`src/shared/srbs_pkg.sv`:
```
// srbs_pkg: opcodes, field positions and state types for the shift-right
// word and byte-store execution slice.
// assumes instruction bit 0 is the most significant bit of the word.
package srbs_pkg;

  // ---------------------------------------------------------------
  // opcode values
  // ---------------------------------------------------------------
  localparam logic [5:0] OP_EXTENDED     = 6'h1F;   // primary 31
  localparam logic [5:0] OP_STORE_BYTE   = 6'h26;   // primary 38
  localparam logic [5:0] OP_STORE_BYTE_U = 6'h27;   // primary 39
  localparam logic [9:0] XO_SHIFT_RIGHT  = 10'h218; // extended 536
  localparam logic [9:0] XO_STORE_BYTE_UX = 10'h0F7; // extended 247

  // ---------------------------------------------------------------
  // instruction field positions (lsb of each field, little-endian)
  // ---------------------------------------------------------------
  localparam int PRIMARY_LSB   = 26; // bits 0-5
  localparam int SOURCE_LSB    = 21; // bits 6-10
  localparam int BASE_LSB      = 16; // bits 11-15
  localparam int INDEX_LSB     = 11; // bits 16-20
  localparam int EXTENDED_LSB  = 1;  // bits 21-30
  localparam int RECORD_BIT    = 0;  // bit 31
  localparam int OFFSET_LSB    = 0;  // bits 16-31
  localparam int OFFSET_W      = 16;

  // ---------------------------------------------------------------
  // operand field positions
  // ---------------------------------------------------------------
  localparam int SHIFT_ZERO_BIT = 5; // bit 26 of index register
  localparam int SHIFT_CNT_LSB  = 0; // bits 27-31 of index register
  localparam int SHIFT_CNT_W    = 5;
  localparam int STORE_BYTE_LSB = 0; // bits 24-31 of source register
  localparam int WORD_W         = 32;

  // ---------------------------------------------------------------
  // reset values
  // ---------------------------------------------------------------
  localparam logic [31:0] WORD_RST  = 32'h0000_0000;
  localparam logic [3:0]  CR_RST    = 4'h0;
  localparam logic [4:0]  GPR_ZERO  = 5'h00;
  localparam logic [7:0]  BYTE_RST  = 8'h00;

  // slice sequencing
  typedef enum logic [0:0] {
    SRBS_IDLE,
    SRBS_STORE
  } srbs_state_t;

endpackage : srbs_pkg

```
`src/rtl/srbs_slice.sv`:
```
// srbs_slice: executes shift-right word and the three byte-store forms.
// assumes the core supplies register operands with each issued instruction
// and applies the register and condition writebacks that this slice emits;
// the data memory port answers each byte request with mem_ready.
//
// Functional notes
// RULE_01: shift-right word is primary 31, extended 536
// RULE_02: rotate source left by 32 minus N
// RULE_03: bit 26 clear: N zeros then ones
// RULE_04: bit 26 set: all-zero mask, result zero
// RULE_05: target gets rotated word AND mask
// RULE_06: exception reg untouched; record flag updates condition
// RULE_07: store byte is primary 38, 16-bit offset
// RULE_08: low source byte written at effective address
// RULE_09: base plus sign-extended offset; base zero uses offset
// RULE_10: byte stores change no condition or exception
// RULE_11: store byte update is primary 39
// RULE_12: update base only if nonzero and no fault
// RULE_13: indexed update is primary 31, extended 247
// RULE_14: base plus index; base zero uses index
// RULE_15: record compares signed result, copies summary overflow
// RULE_16: byte request held; update waits for clean accept
`timescale 1ns/1ns

module srbs_slice (
  input  wire logic        clk,
  input  wire logic        sys_rst,
  input  wire logic        ce,
  input  wire logic        issue_valid,
  input  wire logic [31:0] issue_instr,
  input  wire logic [31:0] source_gpr,
  input  wire logic [31:0] base_gpr_val,
  input  wire logic [31:0] index_gpr,
  input  wire logic        so_in,
  input  wire logic        mem_ready,
  input  wire logic        mem_fault,
  output logic             issue_ready,
  output logic             gpr_we,
  output logic [4:0]       gpr_idx,
  output logic [31:0]      gpr_data,
  output logic             cr0_we,
  output logic [3:0]       condition_field_zero,
  output logic             mem_valid,
  output logic [31:0]      mem_addr,
  output logic [7:0]       mem_data,
  output logic             op_done,
  output logic             op_illegal
);

  // ---------------------------------------------------------------
  // state record
  // ---------------------------------------------------------------
  typedef struct packed {
    srbs_pkg::srbs_state_t st;
    logic                  ready;
    logic                  gpr_we;
    logic [4:0]            gpr_idx;
    logic [31:0]           gpr_data;
    logic                  cr0_we;
    logic [3:0]            cr0;
    logic                  mem_valid;
    logic [31:0]           mem_addr;
    logic [7:0]            mem_data;
    logic                  upd;
    logic [4:0]            upd_idx;
    logic                  done;
    logic                  illegal;
  } srbs_regs_t;

  srbs_regs_t r;
  srbs_regs_t next_r;

  // ---------------------------------------------------------------
  // decode
  // ---------------------------------------------------------------
  logic [5:0]  primary;
  logic [9:0]  extended;
  logic [4:0]  base_idx;
  logic        record_flag;
  logic        is_shift;
  logic        is_stb;
  logic        is_stbu;
  logic        is_stbux;
  logic [4:0]  shift_n;
  logic [31:0] rotated;
  logic [31:0] shift_mask;
  logic [31:0] shift_res;
  logic [31:0] offset_ext;
  logic [31:0] base_term;
  logic [31:0] eff_addr;
  logic [3:0]  record_val;

  // field extraction and opcode match
  assign primary     = issue_instr[srbs_pkg::PRIMARY_LSB +: 6];
  assign extended    = issue_instr[srbs_pkg::EXTENDED_LSB +: 10];
  assign base_idx    = issue_instr[srbs_pkg::BASE_LSB +: 5];
  assign record_flag = issue_instr[srbs_pkg::RECORD_BIT];
  assign is_shift    = (primary == srbs_pkg::OP_EXTENDED) &&
                       (extended == srbs_pkg::XO_SHIFT_RIGHT); // RULE_01
  assign is_stb      = (primary == srbs_pkg::OP_STORE_BYTE); // RULE_07
  assign is_stbu     = (primary == srbs_pkg::OP_STORE_BYTE_U); // RULE_11
  assign is_stbux    = (primary == srbs_pkg::OP_EXTENDED) &&
                       (extended == srbs_pkg::XO_STORE_BYTE_UX); // RULE_13

  // rotate left by 32-N equals rotate right by N
  assign shift_n = index_gpr[srbs_pkg::SHIFT_CNT_LSB +: srbs_pkg::SHIFT_CNT_W];
  assign rotated = (source_gpr >> shift_n) |
                   (source_gpr << (6'd32 - {1'b0, shift_n})); // RULE_02
  // mask: N leading zeros, or all zeros when bit 26 set
  assign shift_mask = index_gpr[srbs_pkg::SHIFT_ZERO_BIT] ? // RULE_04
                      srbs_pkg::WORD_RST :
                      (32'hFFFF_FFFF >> shift_n); // RULE_03
  assign shift_res  = rotated & shift_mask; // RULE_05

  // signed compare against zero plus summary overflow copy
  assign record_val = {shift_res[31],
                       ~shift_res[31] && (shift_res != 32'h0000_0000),
                       shift_res == 32'h0000_0000,
                       so_in}; // RULE_15

  // effective address; base register 0 contributes zero
  assign offset_ext = {{16{issue_instr[srbs_pkg::OFFSET_LSB +
                                       srbs_pkg::OFFSET_W - 1]}},
                       issue_instr[srbs_pkg::OFFSET_LSB +: 16]}; // RULE_09
  assign base_term  = (base_idx == srbs_pkg::GPR_ZERO) ?
                      srbs_pkg::WORD_RST : base_gpr_val;
  assign eff_addr   = base_term + (is_stbux ? index_gpr
                                            : offset_ext); // RULE_09 RULE_14

  // ---------------------------------------------------------------
  // next-state logic
  // ---------------------------------------------------------------
  always_comb begin
    next_r         = r;
    next_r.gpr_we  = 1'b0;
    next_r.cr0_we  = 1'b0;
    next_r.done    = 1'b0;
    next_r.illegal = 1'b0;
    case (r.st)
      srbs_pkg::SRBS_IDLE: begin
        if (issue_valid) begin
          if (is_shift) begin
            next_r.gpr_we   = 1'b1;
            next_r.gpr_idx  = base_idx; // RULE_05
            next_r.gpr_data = shift_res;
            next_r.done     = 1'b1;
            if (record_flag) begin
              next_r.cr0_we = 1'b1; // RULE_06
              next_r.cr0    = record_val;
            end
          end else if (is_stb || is_stbu || is_stbux) begin
            next_r.st        = srbs_pkg::SRBS_STORE;
            next_r.ready     = 1'b0;
            next_r.mem_valid = 1'b1; // RULE_16
            next_r.mem_addr  = eff_addr;
            next_r.mem_data  =
              source_gpr[srbs_pkg::STORE_BYTE_LSB +: 8]; // RULE_08
            next_r.upd       = (is_stbu || is_stbux) &&
                               (base_idx != srbs_pkg::GPR_ZERO);
            next_r.upd_idx   = base_idx;
          end else begin
            next_r.illegal = 1'b1;
          end
        end
      end
      srbs_pkg::SRBS_STORE: begin
        // request stands until accepted; no condition write here // RULE_10
        if (mem_ready) begin
          next_r.st        = srbs_pkg::SRBS_IDLE;
          next_r.ready     = 1'b1;
          next_r.mem_valid = 1'b0;
          next_r.done      = 1'b1;
          if (r.upd && !mem_fault) begin
            next_r.gpr_we   = 1'b1; // RULE_12
            next_r.gpr_idx  = r.upd_idx;
            next_r.gpr_data = r.mem_addr;
          end
          next_r.upd = 1'b0;
        end
      end
      default: begin
        next_r.st    = srbs_pkg::SRBS_IDLE;
        next_r.ready = 1'b1;
      end
    endcase
  end

  // ---------------------------------------------------------------
  // state register, frozen while ce is low except that sys_rst still clears it
  // ---------------------------------------------------------------
  always_ff @(posedge clk) begin
    if (sys_rst) begin
      r.st        <= srbs_pkg::SRBS_IDLE;
      r.ready     <= 1'b1;
      r.gpr_we    <= 1'b0;
      r.gpr_idx   <= srbs_pkg::GPR_ZERO;
      r.gpr_data  <= srbs_pkg::WORD_RST;
      r.cr0_we    <= 1'b0;
      r.cr0       <= srbs_pkg::CR_RST;
      r.mem_valid <= 1'b0;
      r.mem_addr  <= srbs_pkg::WORD_RST;
      r.mem_data  <= srbs_pkg::BYTE_RST;
      r.upd       <= 1'b0;
      r.upd_idx   <= srbs_pkg::GPR_ZERO;
      r.done      <= 1'b0;
      r.illegal   <= 1'b0;
    end else if (ce) begin
      r <= next_r;
    end
  end

  // outputs straight from the state record
  assign issue_ready          = r.ready;
  assign gpr_we               = r.gpr_we;
  assign gpr_idx              = r.gpr_idx;
  assign gpr_data             = r.gpr_data;
  assign cr0_we               = r.cr0_we;
  assign condition_field_zero = r.cr0;
  assign mem_valid            = r.mem_valid;
  assign mem_addr             = r.mem_addr;
  assign mem_data             = r.mem_data;
  assign op_done              = r.done;
  assign op_illegal           = r.illegal;
endmodule : srbs_slice

```
`config.mk`:
```
export PLATFORM = sky130hd
export DESIGN_NAME = srbs_slice
export DESIGN_NICKNAME = d
export VERILOG_FILES = /design/src/shared/srbs_pkg.sv /design/src/rtl/srbs_slice.sv
export SDC_FILE = /design/constraint.sdc
export NUM_CORES = 1
export LEC_CHECK = 0
export ABC_CLOCK_PERIOD_IN_PS = 3700
export BUFFER_PORTS_ARGS = -buffer_cell sky130_fd_sc_hd__buf_2
export CORE_MARGIN = 5
export CORE_UTILIZATION = 43
export DETAILED_ROUTE_END_ITERATION = 8
export PLACE_DENSITY = 0.68
export SYNTH_ARGS = -nofsm -noshare
export SYNTH_HDL_FRONTEND = slang
export SYNTH_SLANG_ARGS = --single-unit
```
`constraint.sdc`:
```
create_clock -name clk -period 3.7 [get_ports clk]
set_input_delay 0.185 -clock clk [delete_from_list [all_inputs] [get_ports clk]]
set_output_delay 0.185 -clock clk [all_outputs]
set_load 0.01 [all_outputs]
```
## After elaboration in Yosys (flattened, before gate mapping)

Cells that the tools add are included.

| cells by class | value |
|---|---|
| add/sub/neg operators | 2 |
| equal/unequal tests | 11 |
| shift-type cells | 3 |
| muxes and demuxes | 23 |
| bitwise logic cells | 5 |
| reduce and logical (&&, ||, !) cells | 17 |

Operators by type and width:

| kind | count |
|---|---|
| $mux 32 | 3 |
| $mux 47 | 2 |
| $mux 94 | 1 |
| $pmux 40 s2 | 1 |
| $mux 43 | 1 |
| $mux 40 | 1 |
| $mux 38 | 1 |
| $add 32x32->32 | 1 |
| $and 32x32->32 | 1 |
| $logic_not 32->1 | 1 |
| $or 32x32->32 | 1 |
| $reduce_bool 32->1 | 1 |
| $shl 32x6->32 | 1 |
| $shr 32x5->32 | 1 |
| $shr 32x5->32 const A | 1 |
| $reduce_and 5->1 | 4 |
| $eq 6x6->1 const B | 2 |
| $eq 10x10->1 const B | 1 |
| $eq 10x8->1 const B | 1 |
| $mux 5 | 2 |
| $ne 2x2->1 const B | 5 |
| $eq 6x5->1 const B | 1 |
| $mux 1 | 6 |
| $pmux 1 s2 | 3 |
| other kinds (9) | 18 |

| word-level totals | value |
|---|---|
| bits in registers | 94 |
| word-level logic and storage cells | 75 |

## Longest topological paths before layout

Gate-level depths: netlist (run 1).

| depth | value |
|---|---|
| depth after elaboration | 10 |
| gate-level depth with buffers | 18 |

## Worst setup path after synthesis (run 1)

OpenSTA, ideal clock, no wires.

| timing | value |
|---|---|
| path kind | input-to-reg |
| start | in issue_instr[31] |
| end | reg mem_addr[31] (netlist name) |
| library setup time | 120 ps |
| arrival | 3762 ps |
| setup slack | -182 ps |
| stages on the path | 16 |
| buffers on the path | 2 |
| path through | nand4b_1 -> nor4_1 -> nor2b_1 -> clkbuf_1 -> clkbuf_1 -> a21boi_0 -> ha_1 -> a21oi_1 -> o211ai_1 -> or3b_2 -> a211oi_1 -> nand3b_1 -> and4bb_2 -> nor2_1 -> o2111a_1 -> a211o_1 |

| on the way | value |
|---|---|
| cells in the longest elaborated chain, start to end | 4 |

Ends and longest elaborated chain:

| item | RTL line | source |
|---|---|---|
| start, declared | srbs_slice.sv:30 | `input wire logic [31:0] issue_instr,` |
| $eq 6x5->1, or another cell as far along | srbs_slice.sv:98, srbs_slice.sv:102 |  |
| $logic_and 1x1->1, or another cell as far along | srbs_slice.sv:102 | `assign is_stbux = (primary == srbs_pkg::OP_EXTENDED) &&` |
| $mux 32, or another cell as far along | srbs_slice.sv:127 | `assign eff_addr = base_term + (is_stbux ? index_gpr` |
| $add 32x32->32 / $reduce_and 5->1 (equally long branches) | n/a |  |

Parallel ways exist; a longest one is shown, timed or not.
A chain may end at the register's enable or synchronous reset.

## Worst setup path after layout (run 1)

| timing | value |
|---|---|
| start | in issue_instr[31] |
| end | reg mem_addr[31] (netlist name) |

| on the way | value |
|---|---|
| cells in the longest elaborated chain, start to end | 4 |

Ends and longest elaborated chain:

| item | RTL line |
|---|---|
| $eq 6x5->1, or another cell as far along | srbs_slice.sv:98, srbs_slice.sv:102 |
| $logic_and 1x1->1, or another cell as far along | srbs_slice.sv:102 |
| $mux 32, or another cell as far along | srbs_slice.sv:127 |
| $add 32x32->32 / $reduce_and 5->1 (equally long branches) | n/a |

Parallel ways exist; a longest one is shown, timed or not.

==> results of run 1 <==
## worst min-delay path by stage
| stage | startpoint | to | slack, ps | cells past startpoint |
|---|---|---|---|---|
| final | so_in | condition_field_zero[0] | 60 | 3 |
| after global routing | so_in | condition_field_zero[0] | 90 | 3 |
| after CTS | so_in | condition_field_zero[0] | 50 | 3 |
| after detailed placement | so_in | condition_field_zero[0] | 430 | 3 |
| after global placement | so_in | condition_field_zero[0] | 420 | 3 |
| after floorplan | source_gpr[0] | mem_data[0] | 320 | 2 |
## through the flow
stage	instance area, um^2	utilization [%]	cells	worst slack [ps]
floorplan	10800	-	1337	19.3
global placement	12100	49.4	1815	-67.5
detailed placement	12100	49.4	1815	-171
CTS	12400	50.6	1831	195
global route	12400	50.7	1833	8.24
finish	12400	50.7	1833	185
## flip-flops by register name, summed over array words and instances (netlist names), 4 cells and up
| register | count |
|---|---|
| condition_field_zero | 4 |
| mem_addr | 32 |
| r | 7 |
| mem_data | 8 |
| gpr_idx | 5 |
| gpr_data | 32 |
## logic make-up after synthesis
family,count (synthesis)
simple gates,447
compound gates,388
buf+inv,202
mux,153
flops,94
fa+ha+maj,36
xor+xnor,17
## power breakdown
group / total, mW / internal (mW) / switching [mW]
registers: 1.02 / 1.01 / 0.00387
clock network: 0.927 / 0.471 / 0.456
logic: 1.42 / 0.615 / 0.800
## routing by layer
layer	wire length, um	track usage [%]	part of all wire, %	up-vias
li1	-	-	-	5245
met1	18400	40.5	44	5465
met2	18300	42.2	44	599
met3	3740	6.42	8.9	88
met4	1470	9.60	3.5	2
met5	13	0	0.031	-
## area by class of cell
type | count | area, um^2 | share of cell area [%]
antenna | 2 | 5.00 | 0.0404
clock buffer | 9 | 225 | 1.82
clock inverter | 7 | 68.8 | 0.555
inverter | 20 | 75.1 | 0.606
multi-input combinational | 1041 | 7700 | 62.1
sequential | 94 | 1880 | 15.2
tap | 324 | 405 | 3.27
timing repair buffer | 336 | 2030 | 16.4
## Yosys cell counts (all sizes together), types with 5 or more instances
library cell  number
a211o              6
a211oi            10
a21boi            10
a21o              36
a21oi             93
a221oi             7
a22o              18
a22oi             40
a31oi             12
and2               5
and3              12
buf              116
clkbuf            66
dfxtp             94
ha                35
inv               18
mux2              42
mux2i             60
mux4              51
nand2            158
nand2b            11
nand3             39
nand3b             6
nand4             10
nor2              97
nor2b             40
nor3              20
nor4               8
nor4b              8
o211ai            11
o21a               9
o21ai             67
o21bai             8
o22ai              8
o32ai              5
or2                5
or3                5
or4                9
xnor2             13
## what timing repair did
item,in CTS,in global routing
resized for setup,0,1
endpoints found under the setup margin,0,7
hold buffers,0,0
## worst max-delay path, stage by stage
cell and delay, ps:
buf_2 110, nand4b_1 180, nor4_1 290, buf_4 160, nand2b_1 160, and2_1 250, a21o_1 160, ha_1 340
and3_1 230, a31oi_1 250, a21oi_1 130, o21ai_0 230, nand3b_1 150, and4bb_2 280, nor2_1 160, buf_4 140
o21ai_0 80, a211o_1 260
==> flow_summary.toml, run 1 <==
[route]
ant_nets = 0
route.vias.total = 11400
routed_wl_um = 41900
wire_per_inst_um = 22.8
drt_iter0_markers = 1406
routed_via_density = 6.22
drc = 0
dr.pass1.iters = 6

[place]
io_buffers = 216
gp_congestion = 1.03
place_hpwl_um = 33700

[worst_setup_path]
arrival_ps = 3760
r2r_start = "r[93]"
crit_type = "input port to flop"
r2r.worst_path.cells = 7
worstSetupEndpoint = "mem_addr[31]"
crit_path_start_kind = "input port"
startpoint = "issue_instr[31]"
rrSetupSlack_ps = 1510
r2r-end = "condition_field_zero[2]"
cp_data_required_time_ps = 3940
worstPathMaxFanout = 7
endpoint_kind = "flop"

[die]
die_h_um = 168
die-area_um2 = 28300
core-area_um2 = 24500
io_pins = 222
start_util_pct = 43.9
die_w_um = 168
std_cell_rows = 57

[synthesis]
synthesis.area_um2 = 10700
ys_async_sr_fraction_pct = 0
synth_fa_ha_area_share_pct = 4.26
synth.largest_area_cell = "dfxtp_1"
synth_compound_area_share_pct = 24.5
synth_edf_count = 0
synth_mux_area_share_pct = 20.8
yosysWarnings = 0
yosysUniqueCellTypes = 89
synth_xor_xnor_area_share_pct = 1.39
synthCells = 1337
yosysSeqAreaShare_pct = 17.5
synth.net_count = 1508
yosys_register_bits = 94
synth_top_family_by_area = "compound AO/OA/AOI/OAI gates"
synth_top_area_share_pct = 17.5
synth_flop_cell = "dfxtp_1"
syn_avg_cell_area_um2 = 8.04
synth_area_leaders = "dfxtp_1 (18%), mux4_2 (11%), buf_4 (5.9%), mux2i_1 (5.6%), nand2_1 (5.5%)"
synthSimpleGateAreaFrac_pct = 20.5

[clock_network]
h-tree-depth = 3
cts.path.max_buffers = 2
cts_tree = "done"
root_buffer = "clkbuf_16"
path_clk_slew_ps = 80
clk_latency_ps = 360
numCtsBuffers = 9
postCtsSetupBuffers = 0
cts.sinks = 94

[timing]
skew_ps = 8.13
drv_slew = 0
holdWs_ps = 57.0
grt_setup_unrepaired = "false"
period_share_pct = 95.0
hold_viol_final = 0
setup_tns_ps = 0
post-route-min-period_ps = 3520
setup_viol = 0
max_freq_mhz = 284
max_slew_margin_pct = 38.4
tightest_slew_ps = 921

[power]
power.total_mw = 3.36
powerDensity_nw_per_um2 = 271
cellLeakagePower_nw = 5.40
vdd.ir_drop.worst_uv = 187

[global_route]
grt_first_pass_wirelength_um = 63900
grt_usage_pct = 28.3
grt_start_max_net_pins = 44
grt_pass1_vias = 10800
antenna_found_initial = 3
grt_overflow_total = 0

[layout]
fillers = 2381
finalNetCount = 1673
final_common_cell = "buf_2"
synthToLayoutAreaGrowth_pct = 15.3
drive_above_1_share_pct = 31.5
final_cell_mix = "buf_2 (215), nand2_1 (157), buf_4 (117)"

[job]
drv_cap = 0

[min_path]
min_path_type = "input port to flop"

[run_status]
status = "completed"
No activity file was read; power rests on OpenSTA's default activity.
==> run 2: changes to the inputs <==
- CORE_UTILIZATION: 43 -> 31
- CTS_CLUSTER_SIZE: unset -> 28
- PLACE_DENSITY: 0.68 -> 0.52
==> flow_summary.toml, run 2 (synthesis gave the netlist of run 1 again) <==
[place]
gp_congestion = 0.957
dp_slack_ps = -253
io_buffers = 216
place_hpwl_um = 36400
placed_area_um2 = 12400
dp.cells = 1960

[clock_network]
h-tree-depth = 3
clk_latency_ps = 350
cts.path.max_buffers = 2
cts_hold_buf = 0
cts_tree = "done"
root_buffer = "clkbuf_16"
numCtsBuffers = 9
cts.sinks = 94
path_clk_slew_ps = 70

[min_path]
min_path_type = "input port to flop"

[global_route]
antenna_found_initial = 0
grt_pass1_vias = 10800
grt_usage_pct = 22.4
grt_first_pass_wirelength_um = 67700
grt_overflow_total = 0
grt_start_max_net_pins = 60

[route]
wire_per_inst_um = 22.8
routed_via_density = 5.69
drc = 0
dr.pass1.iters = 5
route.vias.total = 11300
drt_iter0_markers = 1116
routed_wl_um = 45100
ant_nets = 0

[timing]
grt_setup_unrepaired = "false"
max_slew_margin_pct = 40.8
tightest_slew_ps = 879
max_freq_mhz = 298
period_share_pct = 90.8
drv_slew = 0
setup_viol = 0
skew_ps = 12.7
post-route-min-period_ps = 3360
setup_ws_ps = 341
setup_tns_ps = 0
hold_viol_final = 0

[worst_setup_path]
cp_data_required_time_ps = 3980
endpoint_kind = "flop"
worstPathMaxFanout = 9
rrSetupSlack_ps = 1680
arrival_ps = 3640
crit_type = "input port to flop"
crit_path_start_kind = "input port"

[die]
die-area_um2 = 38500
die_w_um = 196
io_pins = 222
die_h_um = 196
start_util_pct = 31.3
std_cell_rows = 68
core-area_um2 = 34400

[power]
cellLeakagePower_nw = 5.48
powerDensity_nw_per_um2 = 264
vdd.ir_drop.worst_uv = 242

[layout]
final_cell_mix = "buf_2 (215), nand2_1 (157), buf_4 (132)"
finalNetCount = 1689
drive_above_1_share_pct = 32.4
fillers = 3723
top_regs = "gpr_data: 32 flops, mem_addr: 32 flops, mem_data: 8 flops"
design_area_um2 = 12700
post-route-util_pct = 37.0
synthToLayoutAreaGrowth_pct = 18.3
final_cells = 1979
final_common_cell = "buf_2"

[job]
drv_cap = 0

[run_status]
status = "completed"
==> run 2: changes by cell type in the layout (fill, tap and decap cells not counted), sizes merged <==
cell,change
clkbuf,+2
clkinv,-2
buf,+16
diode,-1
==> run 2: repair_timing <==
| action | in CTS | in global routing |
|---|---|---|
| endpoints found under the hold margin | 0 | 0 |
| gates resized for setup | 0 | 11 |
| setup buffers | 0 | 2 |
| setup endpoints to repair | 0 | 20 |
==> run 2: worst paths after layout <==
| check | startpoint | endpoint | depth (start not counted) |
|---|---|---|---|
| min reg2reg | gpr_data[26] | gpr_data[26] | 2 |
| max | issue_instr[31] | mem_addr[15] | 18 |
| min | so_in | condition_field_zero[0] | 3 |
| max reg2reg | r[93] | gpr_data[17] | 7 |
==> run 2: power by group <==
part	leakage [nW]	internal, mW	switching, mW
registers	0.757	1.01	0.00352
clock network	0.133	0.481	0.420
logic	4.59	0.626	0.813
==> run 2: final cells by class <==
cell class	instances	area, um^2	area share (%)
inverters	20	75.1	0.591
flip-flops and latches	94	1880	14.8
clock inverters	5	41.3	0.325
well taps	455	569	4.48
repair buffers	352	2170	17.0
clock buffers	11	243	1.91
diodes	1	2.50	0.0197
multi-input cells	1041	7730	60.8
==> run 2: critical path, stage by stage <==
cell      delay [ps]
buf_2            110
nand4b_1         200
nor4_2           290
buf_4            170
nand2b_4          90
buf_4            150
o21a_1           170
ha_1             310
buf_4            140
a21o_1           180
a311oi_2         280
buf_4            160
a21boi_0         130
o21ai_1          190
a21boi_0         130
o21a_1           190
or4_1            460
nand3_1           90
==> run 2: stage by stage <==
step | power (mW) | hold slack, ps
3_5_place_dp | 2.44 | 434
2_1_floorplan | 1.91 | 321
4_1_cts | 3.34 | 66.6
3_3_place_gp | 2.45 | 416
5_1_grt | 3.51 | 88.7
6_report | 3.36 | 75.4
==> run 2: metal layers <==
metal  track usage (%)  wire (um)  up-vias
met1              32.2      20400     5405
met3              3.68       3300       84
li1                  -          -     5273
met5                 0          0        -
met4              7.86       1720        0
met2              33.8      19700      498
